**src/hdl/irq_ctrl_map.svh**
```systemverilog
// Register indices, field positions and reset values of the interrupt block.
// Assumes inclusion from any file that needs them; definitions only.
`ifndef IRQ_CTRL_MAP_SVH
`define IRQ_CTRL_MAP_SVH

// Register indices; byte address on the bus is four times the index
`define IDX_ENABLE_PRIMARY    8'ha8
`define IDX_LEVEL_PRIMARY     8'hb8
`define IDX_REQUEST_FLAGS     8'hc0
`define IDX_ENABLE_PORT       8'he8
`define IDX_PORT_POLARITY     8'he9
`define IDX_LEVEL_PORT        8'hf8

// Field positions
`define BIT_ALL_REQUEST_GATE  7
`define LEVEL_PRIMARY_USED    8'h7f
`define ENABLE_PRIMARY_USED   8'h8f

// Reset values
`define RST_REG8              8'h00

// Vector layout
`define VEC_BASE_STD          16'h0003
`define VEC_BASE_PORT         16'h001b
`define VEC_LAST              16'h0073
`define NUM_SOURCES           12

`endif

```
**src/hdl/irq_ctrl_pkg.sv**
```systemverilog
// Types shared by the interrupt controller files.
// Assumes irq_ctrl_map.svh is compiled alongside.
package irq_ctrl_pkg;

    // Service nesting; Gray along idle, low, low+high, high
    typedef enum logic [1:0] {
        SVC_IDLE = 2'b00,
        SVC_LOW  = 2'b01,
        SVC_NEST = 2'b11,
        SVC_HIGH = 2'b10
    } svc_e;

    typedef struct packed {
        logic [7:0]  enable_primary_q;
        logic [7:0]  level_primary_q;
        logic [7:0]  enable_port_q;
        logic [7:0]  polarity_q;
        logic [7:0]  level_port_q;
        logic [7:0]  flag_q;
        logic [1:0]  tmr_pend_q;
        svc_e        svc_q;
        logic [3:0]  src_q;
        logic        irq_req_q;
        logic [15:0] vec_q;
        logic        high_q;
        logic        wake_q;
        logic        wr_pend_q;
        logic [7:0]  wr_idx_q;
        logic [31:0] hrdata_q;
        logic        hreadyout_q;
        logic        hresp_q;
    } state_s;

endpackage

```
**src/hdl/level_sync.sv**
```systemverilog
// Three-stage synchroniser bank with agreement filter for pin inputs.
// Assumes asynchronous inputs and the system clock and reset.
`timescale 1ns/1ns
module level_sync #(
    parameter int WIDTH = 10
) (
    input  wire logic             hclk,
    input  wire logic             hresetn,
    input  wire logic [WIDTH-1:0] pin_in,
    output logic      [WIDTH-1:0] level_out
);

    genvar i;
    generate
        for (i = 0; i < WIDTH; i++)
        begin : g_bit
            logic s1_q;
            logic s2_q;
            logic s3_q;
            logic out_q;
            always_ff @(posedge hclk or negedge hresetn)
            begin
                if (!hresetn)
                begin
                    s1_q  <= 1'b1;
                    s2_q  <= 1'b1;
                    s3_q  <= 1'b1;
                    out_q <= 1'b1;
                end
                else
                begin
                    s1_q <= pin_in[i];
                    s2_q <= s1_q;
                    s3_q <= s2_q;
                    // A change counts once stages two and three agree
                    if (s2_q == s3_q)
                        out_q <= s3_q;
                end
            end
            assign level_out[i] = out_q;
        end
    endgenerate

endmodule

```
**src/hdl/irq_ctrl.sv**
```systemverilog
// Twelve-source, two-level vectored interrupt controller with AHB-Lite
// register access. Assumes a core that pulses irq_ack when it takes the
// presented vector and irq_return when a service routine ends.
// What this block does
// - Twelve sources, each with its own vector
// - Per-source enable; blocked source gives no vector
// - Global gate bit 7 blocks every source
// - Primary enable bits: timer1, line1, timer0, line0
// - Port enable register holds lines nine to two
// - Per-source level bit; primary register layout
// - Primary level bit 7 unused; 6:4 stored
// - Port level register holds lines nine to two
// - Port lines recognised by level, not edge
// - Enabled port request wakes from power down
// - Polarity bit: zero low, one high
// - Port flag set by hardware, cleared by software
// - Flag still set re-raises the interrupt
// - Port flags read and written in one register
// - Fixed order among equal levels; vectors 03-73
//
// The AHB-Lite interface to the registers is this design's own decision.
`timescale 1ns/1ns
`include "irq_ctrl_map.svh"
module irq_ctrl
    import irq_ctrl_pkg::*;
(
    input  wire logic        hclk,
    input  wire logic        hresetn,
    input  wire logic        hsel,
    input  wire logic [31:0] haddr,
    input  wire logic [1:0]  htrans,
    input  wire logic        hwrite,
    input  wire logic [2:0]  hsize,
    input  wire logic [31:0] hwdata,
    input  wire logic        hready,
    output logic      [31:0] hrdata,
    output logic             hreadyout,
    output logic             hresp,
    input  wire logic        ext_line_zero,
    input  wire logic        ext_line_one,
    input  wire logic        timer_zero_overflow,
    input  wire logic        timer_one_overflow,
    input  wire logic [7:0]  port_line_input,
    input  wire logic        power_down,
    input  wire logic        irq_ack,
    input  wire logic        irq_return,
    output logic             irq_req,
    output logic      [15:0] irq_vector,
    output logic             irq_high,
    output logic             wake_up
);

    state_s q;
    state_s d;

    logic [9:0]  pins_sync;
    logic [7:0]  line_active;
    logic [11:0] en_vec;
    logic [11:0] lvl_vec;
    logic [11:0] pend_vec;
    logic [11:0] elig_hi;
    logic [11:0] elig_lo;
    logic        hi_busy;
    logic        found;
    logic        found_hi;
    logic [3:0]  win;
    logic        addr_ok;
    logic        wr_flag;

    level_sync #(
        .WIDTH (10)
    ) u_sync (
        .hclk      (hclk),
        .hresetn   (hresetn),
        .pin_in    ({port_line_input, ext_line_one, ext_line_zero}),
        .level_out (pins_sync)
    );

    // Fixed order among requests of one level
    function automatic logic [3:0] src_at(input int k);
        case (k)
            0:       src_at = 4'h0;
            1:       src_at = 4'h7;
            2:       src_at = 4'h1;
            3:       src_at = 4'h8;
            4:       src_at = 4'h2;
            5:       src_at = 4'h4;
            6:       src_at = 4'h9;
            7:       src_at = 4'h3;
            8:       src_at = 4'h5;
            9:       src_at = 4'ha;
            10:      src_at = 4'h6;
            default: src_at = 4'hb;
        endcase
    endfunction

    // Standard sources step by eight from 03, port lines from 3b
    function automatic logic [15:0] vec_of(input logic [3:0] s);
        if (s < 4'h4)
            vec_of = `VEC_BASE_STD + {9'h000, s, 3'h0};
        else
            vec_of = `VEC_BASE_PORT + {9'h000, s, 3'h0};
    endfunction

    always_comb
    begin
        // Polarity zero selects active low
        line_active = ~(pins_sync[9:2] ^ q.polarity_q);
        en_vec  = {q.enable_port_q, q.enable_primary_q[3:0]};
        lvl_vec = {q.level_port_q, q.level_primary_q[3:0]};
        // Standard lines active low by level; timers latched; port flags
        pend_vec = {q.flag_q, q.tmr_pend_q[1], ~pins_sync[1],
                    q.tmr_pend_q[0], ~pins_sync[0]};
        hi_busy = (q.svc_q == SVC_HIGH) || (q.svc_q == SVC_NEST);
        elig_hi = '0;
        elig_lo = '0;
        if (q.enable_primary_q[`BIT_ALL_REQUEST_GATE])
        begin
            if (!hi_busy)
                elig_hi = pend_vec & en_vec & lvl_vec;
            if (q.svc_q == SVC_IDLE)
                elig_lo = pend_vec & en_vec & ~lvl_vec;
        end
        found    = 1'b0;
        found_hi = 1'b0;
        win      = 4'h0;
        for (int k = 0; k < `NUM_SOURCES; k++)
        begin
            if (!found && elig_hi[src_at(k)])
            begin
                found    = 1'b1;
                found_hi = 1'b1;
                win      = src_at(k);
            end
        end
        for (int k = 0; k < `NUM_SOURCES; k++)
        begin
            if (!found && elig_lo[src_at(k)])
            begin
                found = 1'b1;
                win   = src_at(k);
            end
        end
        addr_ok = hsel && hready && htrans[1] && (haddr[31:10] == 22'h0);
        wr_flag = q.wr_pend_q && (q.wr_idx_q == `IDX_REQUEST_FLAGS);
    end

    always_comb
    begin
        d = q;
        d.hreadyout_q = 1'b1;
        d.hresp_q     = 1'b0;

        // Data phase of a write
        if (q.wr_pend_q)
        begin
            case (q.wr_idx_q)
                `IDX_ENABLE_PRIMARY:
                    d.enable_primary_q = hwdata[7:0]
                                       & `ENABLE_PRIMARY_USED;
                `IDX_LEVEL_PRIMARY:
                    d.level_primary_q = hwdata[7:0]
                                      & `LEVEL_PRIMARY_USED;
                `IDX_ENABLE_PORT:
                    d.enable_port_q = hwdata[7:0];
                `IDX_PORT_POLARITY:
                    d.polarity_q = hwdata[7:0];
                `IDX_LEVEL_PORT:
                    d.level_port_q = hwdata[7:0];
                default:
                    d.enable_primary_q = d.enable_primary_q;
            endcase
        end
        // Software write clears; a recognised request sets and wins
        if (wr_flag)
            d.flag_q = hwdata[7:0];
        d.flag_q = d.flag_q | line_active;

        // Timer overflow latches, cleared when its vector is taken
        if (irq_ack && (q.src_q == 4'h1))
            d.tmr_pend_q[0] = 1'b0;
        if (irq_ack && (q.src_q == 4'h3))
            d.tmr_pend_q[1] = 1'b0;
        d.tmr_pend_q = d.tmr_pend_q
                     | {timer_one_overflow, timer_zero_overflow};

        // Nesting of service routines
        if (irq_ack)
        begin
            unique case (q.svc_q)
                SVC_IDLE: d.svc_q = q.high_q ? SVC_HIGH : SVC_LOW;
                SVC_LOW:  d.svc_q = q.high_q ? SVC_NEST : SVC_LOW;
                SVC_NEST: d.svc_q = SVC_NEST;
                SVC_HIGH: d.svc_q = SVC_HIGH;
            endcase
        end
        else if (irq_return)
        begin
            unique case (q.svc_q)
                SVC_IDLE: d.svc_q = SVC_IDLE;
                SVC_LOW:  d.svc_q = SVC_IDLE;
                SVC_NEST: d.svc_q = SVC_LOW;
                SVC_HIGH: d.svc_q = SVC_IDLE;
            endcase
        end

        // Presented request; dropped while the core acts on the last one
        d.irq_req_q = found && !irq_ack && !irq_return;
        if (found)
        begin
            d.src_q  = win;
            d.vec_q  = vec_of(win);
            d.high_q = found_hi;
        end

        // Wake while powered down on any enabled port-line request
        d.wake_q = power_down
                 && ((line_active | q.flag_q) & q.enable_port_q) != 8'h00;

        // Address phase; read data from the updated register image
        d.wr_pend_q = addr_ok && hwrite && (haddr[1:0] == 2'h0);
        d.wr_idx_q  = haddr[9:2];
        d.hrdata_q  = 32'h0000_0000;
        if (addr_ok && !hwrite && (haddr[1:0] == 2'h0))
        begin
            case (haddr[9:2])
                `IDX_ENABLE_PRIMARY: d.hrdata_q[7:0] = d.enable_primary_q;
                `IDX_LEVEL_PRIMARY:  d.hrdata_q[7:0] = d.level_primary_q;
                `IDX_REQUEST_FLAGS:  d.hrdata_q[7:0] = d.flag_q;
                `IDX_ENABLE_PORT:    d.hrdata_q[7:0] = d.enable_port_q;
                `IDX_PORT_POLARITY:  d.hrdata_q[7:0] = d.polarity_q;
                `IDX_LEVEL_PORT:     d.hrdata_q[7:0] = d.level_port_q;
                default:             d.hrdata_q      = 32'h0000_0000;
            endcase
        end
    end

    always_ff @(posedge hclk or negedge hresetn)
    begin
        if (!hresetn)
        begin
            q.enable_primary_q <= `RST_REG8;
            q.level_primary_q  <= `RST_REG8;
            q.enable_port_q    <= `RST_REG8;
            q.polarity_q       <= `RST_REG8;
            q.level_port_q     <= `RST_REG8;
            q.flag_q      <= `RST_REG8;
            q.tmr_pend_q  <= 2'h0;
            q.svc_q       <= SVC_IDLE;
            q.src_q       <= 4'h0;
            q.irq_req_q   <= 1'b0;
            q.vec_q       <= 16'h0000;
            q.high_q      <= 1'b0;
            q.wake_q      <= 1'b0;
            q.wr_pend_q   <= 1'b0;
            q.wr_idx_q    <= 8'h00;
            q.hrdata_q    <= 32'h0000_0000;
            q.hreadyout_q <= 1'b0;
            q.hresp_q     <= 1'b0;
        end
        else
            q <= d;
    end

    assign hrdata     = q.hrdata_q;
    assign hreadyout  = q.hreadyout_q;
    assign hresp      = q.hresp_q;
    assign irq_req    = q.irq_req_q;
    assign irq_vector = q.vec_q;
    assign irq_high   = q.high_q;
    assign wake_up    = q.wake_q;
endmodule

```
**config.mk**
```make
export PLATFORM = sky130hd
export DESIGN_NAME = irq_ctrl
export DESIGN_NICKNAME = d
export VERILOG_FILES = /design/src/hdl/irq_ctrl_pkg.sv /design/src/hdl/level_sync.sv /design/src/hdl/irq_ctrl.sv
export VERILOG_INCLUDE_DIRS = /design/src /design/src/hdl
export SDC_FILE = /design/constraint.sdc
export NUM_CORES = 1
export LEC_CHECK = 0
export CAP_MARGIN = 20
export CORE_MARGIN = 5
export CORE_UTILIZATION = 55
export DETAILED_ROUTE_END_ITERATION = 10
export DONT_BUFFER_PORTS = 1
export GPL_ROUTABILITY_DRIVEN = 0
export GPL_TIMING_DRIVEN = 0
export PLACE_DENSITY = 0.67
export SYNTH_ARGS = -nofsm -noshare
export SYNTH_HDL_FRONTEND = slang
export SYNTH_HIERARCHICAL = 1
export SYNTH_SLANG_ARGS = --single-unit
```
**constraint.sdc**
```tcl
create_clock -name hclk -period 6.6 [get_ports hclk]
set_clock_uncertainty 0.15 [all_clocks]
set_input_delay 1.32 -clock hclk [delete_from_list [all_inputs] [get_ports hclk]]
set_output_delay 1.32 -clock hclk [all_outputs]
set_load 0.02 [all_outputs]
```
# After elaboration in Yosys (flattened, before gate mapping)
# Index checks and enable logic that the tools add are counted.
[totals] out_inout_bits=53 ff_bits=157 mem_count=0 latchBits=0 rom_bits=0 mem_bits_rw=0 word_cells=237
[classes] eq_ne=27 multipliers=0 div=0 bitwise=12 shift=0 magnitude_cmp=1 add_sub_neg=2 reduce_logical=69 mux=69
[ops] cell="8-bit == test (second input constant)" n=12
[ops] cell="4-bit 2-to-1 mux" n=21
[ops] cell="8-bit 2-to-1 mux" n=8
[ops] cell="12-bit 2-to-1 mux" n=4
[ops] cell="8-bit case mux with 6 select lines" n=1
[ops] cell="40-bit 2-to-1 mux" n=1
[ops] cell="12-bit AND" n=3
[ops] cell="1-bit logical AND" n=36
[ops] cell="1-bit zero test" n=26
[ops] cell="1-bit 2-to-1 mux" n=26
[ops] cell="22-bit zero test" n=1
[ops] cell="8-bit bitwise OR" n=2
[ops] cell="12-bit NOT" n=1
[ops] cell="1-bit == test" n=10
[ops] cell="2-bit by 7-bit adder with 8-bit output (first input constant)" n=1
[ops] cell="5-bit by 7-bit adder with 8-bit output (first input constant)" n=1
[ops] cell="8-bit AND" n=1
[ops] cell="2-bit 2-to-1 mux" n=4
[ops] cell="8-bit NOT" n=1
[ops] cell="2-bit case mux with 4 select lines" n=1
[ops] cell="8-bit nonzero test" n=1
[ops] cell="8-bit bitwise XOR" n=1
[ops] cell="3-bit 2-to-1 mux" n=2
[ops] cell="2-bit == test (second input constant)" n=2
[ops] cell="11 further kinds" n=13

# Logic depth before layout (Yosys ltp)
# Gate-level depths: netlist of the first run.
[logic_depth] depth_word=77 mapped_depth=11 mapped_depth_nobuf=10

# By module
# Netlist of the first run, hierarchy kept.
[modules_own_cells] module="irq_ctrl" area_each_um2=4576.9 seq_area_each_um2=2077.0 cells_each=450 instances=1
[modules_own_cells] module="level_sync" area_each_um2=1238.7 seq_area_each_um2=1051.0 cells_each=60 instances=1

# Least setup slack after synthesis of the first run
# No wires, ideal clock.
[synth_path] path_type="input to register" from="in haddr[2]" to="reg q, in the netlist hrdata[2]" slack_ps=3385 path_buffers=2 t_required_ps=6362 arrival_time_ps=2976 cell_stages=6 cell_sequence="clkbuf_1 -> nor4_2 -> nor4_1 -> or4_1 -> clkbuf_1 -> a41oi_1"
[synth_rtl] item="start, declared" line_no="irq_ctrl.sv:30" text="input wire logic [31:0] haddr,"
[synth_rtl] item="end, declared" line_no="irq_ctrl.sv:53" text="state_s q;"

==> reports/qor.yml, run 1 <==
worst_setup_path:
  startpoint_type: "input pin"
  rr_worst_depth: 11
  cp_slowest_cell: "nor4_2"
  critPathArrivalTime_ns: 3.70
  crit_fanout: 9
  worstSetupStartpoint: "haddr[3]"
  cp-end-kind: "register"
  cp.depth: 7
  reg2reg_to: "irq_vector[4]"
  cp_top_family: "simple AND/OR/NAND/NOR gates"
  cp_cell_sequence: "nor2_1 > nand2_1 > nor4_2 > nor4_1 > or4_1 > clkbuf_1 > a31oi_1"
  max_stage_delay_ns: 0.93
  cp_num_buf_inv: 1
  required_ns: 6.88
  cp-endpoint: "hrdata[7]"
  rr_startpoint: "u_sync/g_bit[0].out_q"
  critical_path_class: "in -> reg"
  r2r_slack_ns: 3.31
clock_tree:
  post_cts_resized: 0
  clk_latency_ns: 0.53
  cts_root_buffer: "clkbuf_8"
  cts_num_sinks: 123
  htreeDepth: 4
  cts_buffers: 17
  postCtsSetupRepairBufs: 0
  cts_buffer_depth: 2
  holdBufCountCts: 0
  tritoncts: "yes"
  path_clk_slew_ns: 0.06
sta:
  tightest_slew_ns: 1.09
  timing.setup.tns_ns: 0
  max_freq_mhz: 292
  maxSlewHeadroom_pct: 26.7
  setup_ws_ns: 3.18
  finalSetupViolations: 0
  timing.final.max_slew_violations: 0
  period_share_pct: 51.8
  rsz0062_at_grt: "no"
  min_period_ns: 3.42
  hold_violations: 0
final_layout:
  seqCellArea_sq_um: 3130
  drive_above_1_share_pct: 33.5
  areaGrowthSynthToFinish_pct: 15.5
  multiInputGateArea_sq_um: 2280
  nets: 653
  nFillCells: 813
  antenna_cells: 0
synth:
  ys_async_sr_fraction_pct: 100
  postSynthAreaPerCell_sq_um: 11.4
  yosysUniqueCellTypes: 64
  synth_area_sq_um: 5820
  ys_seq_area_share_pct: 53.8
  postSynthCellCount: 510
  yosysWarnings: 6
  synth_edf_count: 0
  synth-seq-cells: 123
  synth_ff_type: "dfrtp_1"
floorplan:
  die_w_um: 113
  die_h_um: 113
  io_pins: 142
  dieArea_sq_um: 12700
  placementRows: 37
  initial_core_util_pct: 56.3
  core_area_sq_um: 10300
drt:
  routedWlPerCell_um: 18.4
  drtAntennaViolNets: 0
  vias: 4007
  vias_per_cell: 5.63
  drc_errors: 0
  drt_first_pass_iters: 5
  drt_iter0_markers: 289
  routed_wl_mm: 13.1
global_routing:
  grt_pass1_wl_mm: 21.2
  grt-ovfl-total: 0
  grt_start_max_net_pins: 124
  grt_pass1_vias: 4141
  antenna_found_initial: 1
  gr-usage-all-layers_pct: 21.5
power_and_ir_drop:
  power_density_nw_per_um2: 309
  cellLeakagePower_nw: 2.97
  ir_worst_vdd_uv: 217
outcome:
  run_status: "finished, final reports clean"
run:
  timing.max_cap.violations: 0
place:
  post-place-ws_ns: 2.45
  dpl.hpwl_mm: 9.14
  port_buffers: 0
worst_hold_path:
  hold_class: "reg -> reg"
  holdCritStartpoint: "u_sync/g_bit[6].s1_q"
## kinds of logic (layout without fill, tap and decap cells)
logic type,count (synthesis),count (layout),synth area share [%]
simple gates,166,166,15.6
flops,123,123,53.8
buf+inv,83,116,9.21
compound gates,70,70,9.06
mux,47,47,8.91
fa+ha+maj,11,11,2.15
xor+xnor,8,8,1.20
other cells,2,35,0.129
## power by group
group	internal, mW	switching (mW)	leakage [nW]
registers	0.829	0.0510	1.41
logic	0.123	0.148	1.26
clock network	0.586	0.342	0.295
## cells in the mapped netlist, drive strengths merged, types with 2 or more instances
cell / instances / area, sq um
dfrtp: 83 / 2080
buf: 61 / 453
dfstp: 40 / 1050
nand2: 40 / 150
mux2: 38 / 428
nor2: 27 / 101
nand3: 19 / 100
inv: 14 / 52.6
nor3: 14 / 80.1
a21oi: 11 / 55.1
maj3: 10 / 113
nor4: 10 / 75.1
and2: 9 / 56.3
mux2i: 9 / 90.1
nand3b: 9 / 67.6
clkbuf: 8 / 30.0
o21ai: 8 / 40.0
xor2: 8 / 70.1
nor2b: 7 / 43.8
nand2b: 6 / 37.5
nand4: 6 / 37.5
a32o: 5 / 50.1
a32oi: 5 / 43.8
o22ai: 5 / 31.3
or3b: 4 / 35.0
a211oi: 3 / 22.5
a22oi: 3 / 22.5
a2bb2oi: 3 / 26.3
a41oi: 3 / 26.3
nor4b: 3 / 32.5
or3: 3 / 18.8
a21boi: 2 / 15.0
a221o: 2 / 20.0
a221oi: 2 / 17.5
a31oi: 2 / 12.5
conb: 2 / 7.51
nand4b: 2 / 17.5
nor3b: 2 / 15.0
o2111ai: 2 / 17.5
o32ai: 2 / 17.5
or2: 2 / 12.5
or4: 2 / 15.0
## placed cells by master, fill, tap and decap left out, drive strengths merged, types with 10 or more instances in the layout
master and count:
maj3 10, nand2 40, nand3 19, dfstp 40, a21oi 11, nor3 14, nor4 10, nor2 27
mux2 38, clkbuf 26, dfrtp 83, buf 62, inv 15, conb 35
## final cells by class
class / instances / share of cell area [%]
Buffer: 69 / 7.19
Sequential cell: 123 / 46.6
Clock inverter: 14 / 2.53
Multi-Input combinational cell: 337 / 33.9
Clock buffer: 18 / 6.37
Tap cell: 136 / 2.53
Inverter: 14 / 0.783
Timing Repair Buffer: 1 / 0.112
## metal layers
metal	GRT usage [%]	vias up	part of all wire, %
met5	0	-	0.061
met4	10.0	2	2.5
met3	7.91	30	7.5
met2	35.2	172	50
met1	25.1	1954	40
li1	-	1849	-
## flip-flops by register name, summed over array words and instances (netlist names), 6 cells and up
name and flops:
hrdata 8, pend_vec 10, q 31, u_sync/g_bit.out_q 10, u_sync/g_bit.s1_q 10, en_vec 12, irq_vector 6, lvl_vec 12
u_sync/g_bit.s2_q 10, u_sync/g_bit.s3_q 10
## metrics by stage
stage          cell area (sq um)  total power [mW]  hold WS, ns  util [%]  instances
2_1_floorplan               5940              1.11        0.195         -        543
3_3_place_gp                6110              1.15        0.195      59.2        679
3_5_place_dp                6110              1.16        0.197      59.2        679
4_1_cts                     6710              2.09        0.206      65.0        711
5_1_grt                     6720              2.17        0.209      65.0        712
6_report                    6720              2.08        0.205      65.0        712
## worst min-delay path by stage
stage                                      end  slack [ns]  depth (start not counted)
after CTS                 u_sync/g_bit[4].s2_q        0.21                          0
after detailed placement  u_sync/g_bit[3].s2_q        0.20                          0
final                     u_sync/g_bit[6].s2_q        0.20                          0
after global routing      u_sync/g_bit[3].s2_q        0.21                          0
after floorplan           u_sync/g_bit[0].s2_q        0.20                          0
after global placement    u_sync/g_bit[3].s2_q        0.20                          0
(Power assumes the default switching activity.)
==> run 2, diff against run 1 <==
PLACE_DENSITY = 0.7   (was 0.67)
clock period = 2.9 ns   (was 6.6 ns; I/O delays follow)
==> reports/qor.yml, run 2 (synthesis results as in run 1) <==
sta:
  maxSlewHeadroom_pct: 25.0
  min_period_ns: 2.91
  setup_ws_ns: -0.0137
  period_share_pct: 100
  tightest_slew_ns: 1.12
  max_freq_mhz: 343
  timing.final.max_slew_violations: 0
  rsz0062_at_grt: "yes"
  whs_ns: -0.392
  finalSetupViolations: 3
  hold_violations: 123
drt:
  vias: 4317
  drc_errors: 0
  drtAntennaViolNets: 0
  vias_per_cell: 5.76
  routed_wl_mm: 14.4
  drt_iter0_markers: 267
  routedWlPerCell_um: 19.1
  drt_first_pass_iters: 7
place:
  dp_cells: 679
  port_buffers: 0
  dpl.hpwl_mm: 9.19
final_layout:
  mostFrequentLayoutCells: "dfrtp_1 (83), buf_4 (80), dfstp_2 (40), nand2_1 (39), mux2_2 (38)"
  largest_reg_flops: 31
  areaGrowthSynthToFinish_pct: 24.2
  nets: 691
  layout_commonest_cell: "dfrtp_1"
  drive_above_1_share_pct: 37.8
  regMostFlops: "q"
  layoutNonFillerInstCount: 750
  antenna_cells: 0
worst_hold_path:
  hold_class: "in -> async"
global_routing:
  gr-usage-all-layers_pct: 22.4
  grt_pass1_vias: 4513
  antenna_found_initial: 1
  grt-ovfl-total: 0
  grt_pass1_wl_mm: 22.5
  grt_start_max_net_pins: 124
clock_tree:
  tritoncts: "yes"
  cts_num_sinks: 123
  cts_buffers: 17
  cts_root_buffer: "clkbuf_8"
  htreeDepth: 4
  path_clk_slew_ns: 0.06
  clk_latency_ns: 0.52
  holdBufCountCts: 20
  cts_buffer_depth: 2
worst_setup_path:
  startpoint_type: "register"
  required_ns: 3.15
  crit_fanout: 5
  critPathArrivalTime_ns: 3.16
  critical_path_class: "reg -> reg"
  cp-end-kind: "register"
floorplan:
  placementRows: 37
  io_pins: 142
  die_w_um: 113
  dieArea_sq_um: 12700
  core_area_sq_um: 10300
  initial_core_util_pct: 56.3
  die_h_um: 113
power_and_ir_drop:
  finalPower_mw: 4.86
  cellLeakagePower_nw: 3.17
  power_density_nw_per_um2: 672
  ir_worst_vdd_uv: 493
outcome:
  run_status: "complete, but fails checks"
  failed_checks: "negative hold slack, negative setup slack"
run:
  timing.max_cap.violations: 0
-- run 2: critical path: stages (launching register included) --
cell,delay [ns]
dfstp_2,0.54
nand3b_1,0.18
a41oi_2,0.23
nor3_4,0.33
buf_4,0.19
nand4_1,0.21
o221ai_2,0.31
nor4_4,0.08
ha_4,0.17
nor2b_1,0.13
a211o_1,0.27
-- run 2: layer usage --
layer / wire length (um) / GRT usage, % / share of wire [%] / vias up
met3: 919 / 6.26 / 6.4 / 60
li1: - / - / - / 1937
met4: 534 / 9.86 / 3.7 / 2
met2: 7370 / 37.9 / 51 / 178
met5: 8 / 0 / 0.056 / -
met1: 5530 / 26.7 / 39 / 2140
-- run 2: what timing repair did --
action | CTS | global route
endpoints found under the hold margin | 142 | 123
pin swaps | 10 | 17
resized for setup | 17 | 21
setup buffers | 13 | 9
endpoints found under the setup margin | 4 | 5
-- run 2: final cells by class --
class | count | area (sq um)
Inverter | 14 | 52.6
Tap cell | 136 | 170
Fill cell | 732 | 3100
Clock buffer | 22 | 453
Clock inverter | 10 | 116
Timing Repair Buffer | 42 | 365
Sequential cell | 123 | 3130
Buffer | 66 | 473
Multi-Input combinational cell | 337 | 2460
-- run 2: where the power goes --
group,internal [mW],switching (mW)
registers,1.89,0.120
clock network,1.27,0.748
logic,0.414,0.419
-- run 2: worst paths after layout --
path	from	endpoint	slack [ns]	cells past startpoint
worst max register to register	u_sync/g_bit[0].out_q	irq_vector[5]	-0.01	10
worst min-delay path	hresetn	q[66]	-0.39	0
max in group asynchronous	hresetn	u_sync/g_bit[1].s1_q	2.75	0
worst max-delay path	u_sync/g_bit[0].out_q	irq_vector[5]	-0.01	10
worst min register to register	u_sync/g_bit[1].s1_q	u_sync/g_bit[1].s2_q	0.21	0
min in group hclk	timer_one_overflow	pend_vec[3]	0.02	1
-- run 2: metrics by stage --
stage	utilization, %	instance area [sq um]	hold slack (ns)	setup TNS [ns]	setup WS [ns]
after floorplan	-	5940	0.134	0	0.0193
after global placement	59.2	6110	0.140	-3.78	-0.434
after detailed placement	59.2	6110	0.140	-3.95	-0.455
after CTS	68.3	7050	-0.407	-0.00765	-0.00765
after global routing	69.9	7220	-0.415	-0.322	-0.131
final	69.9	7220	-0.392	-0.0268	-0.0137
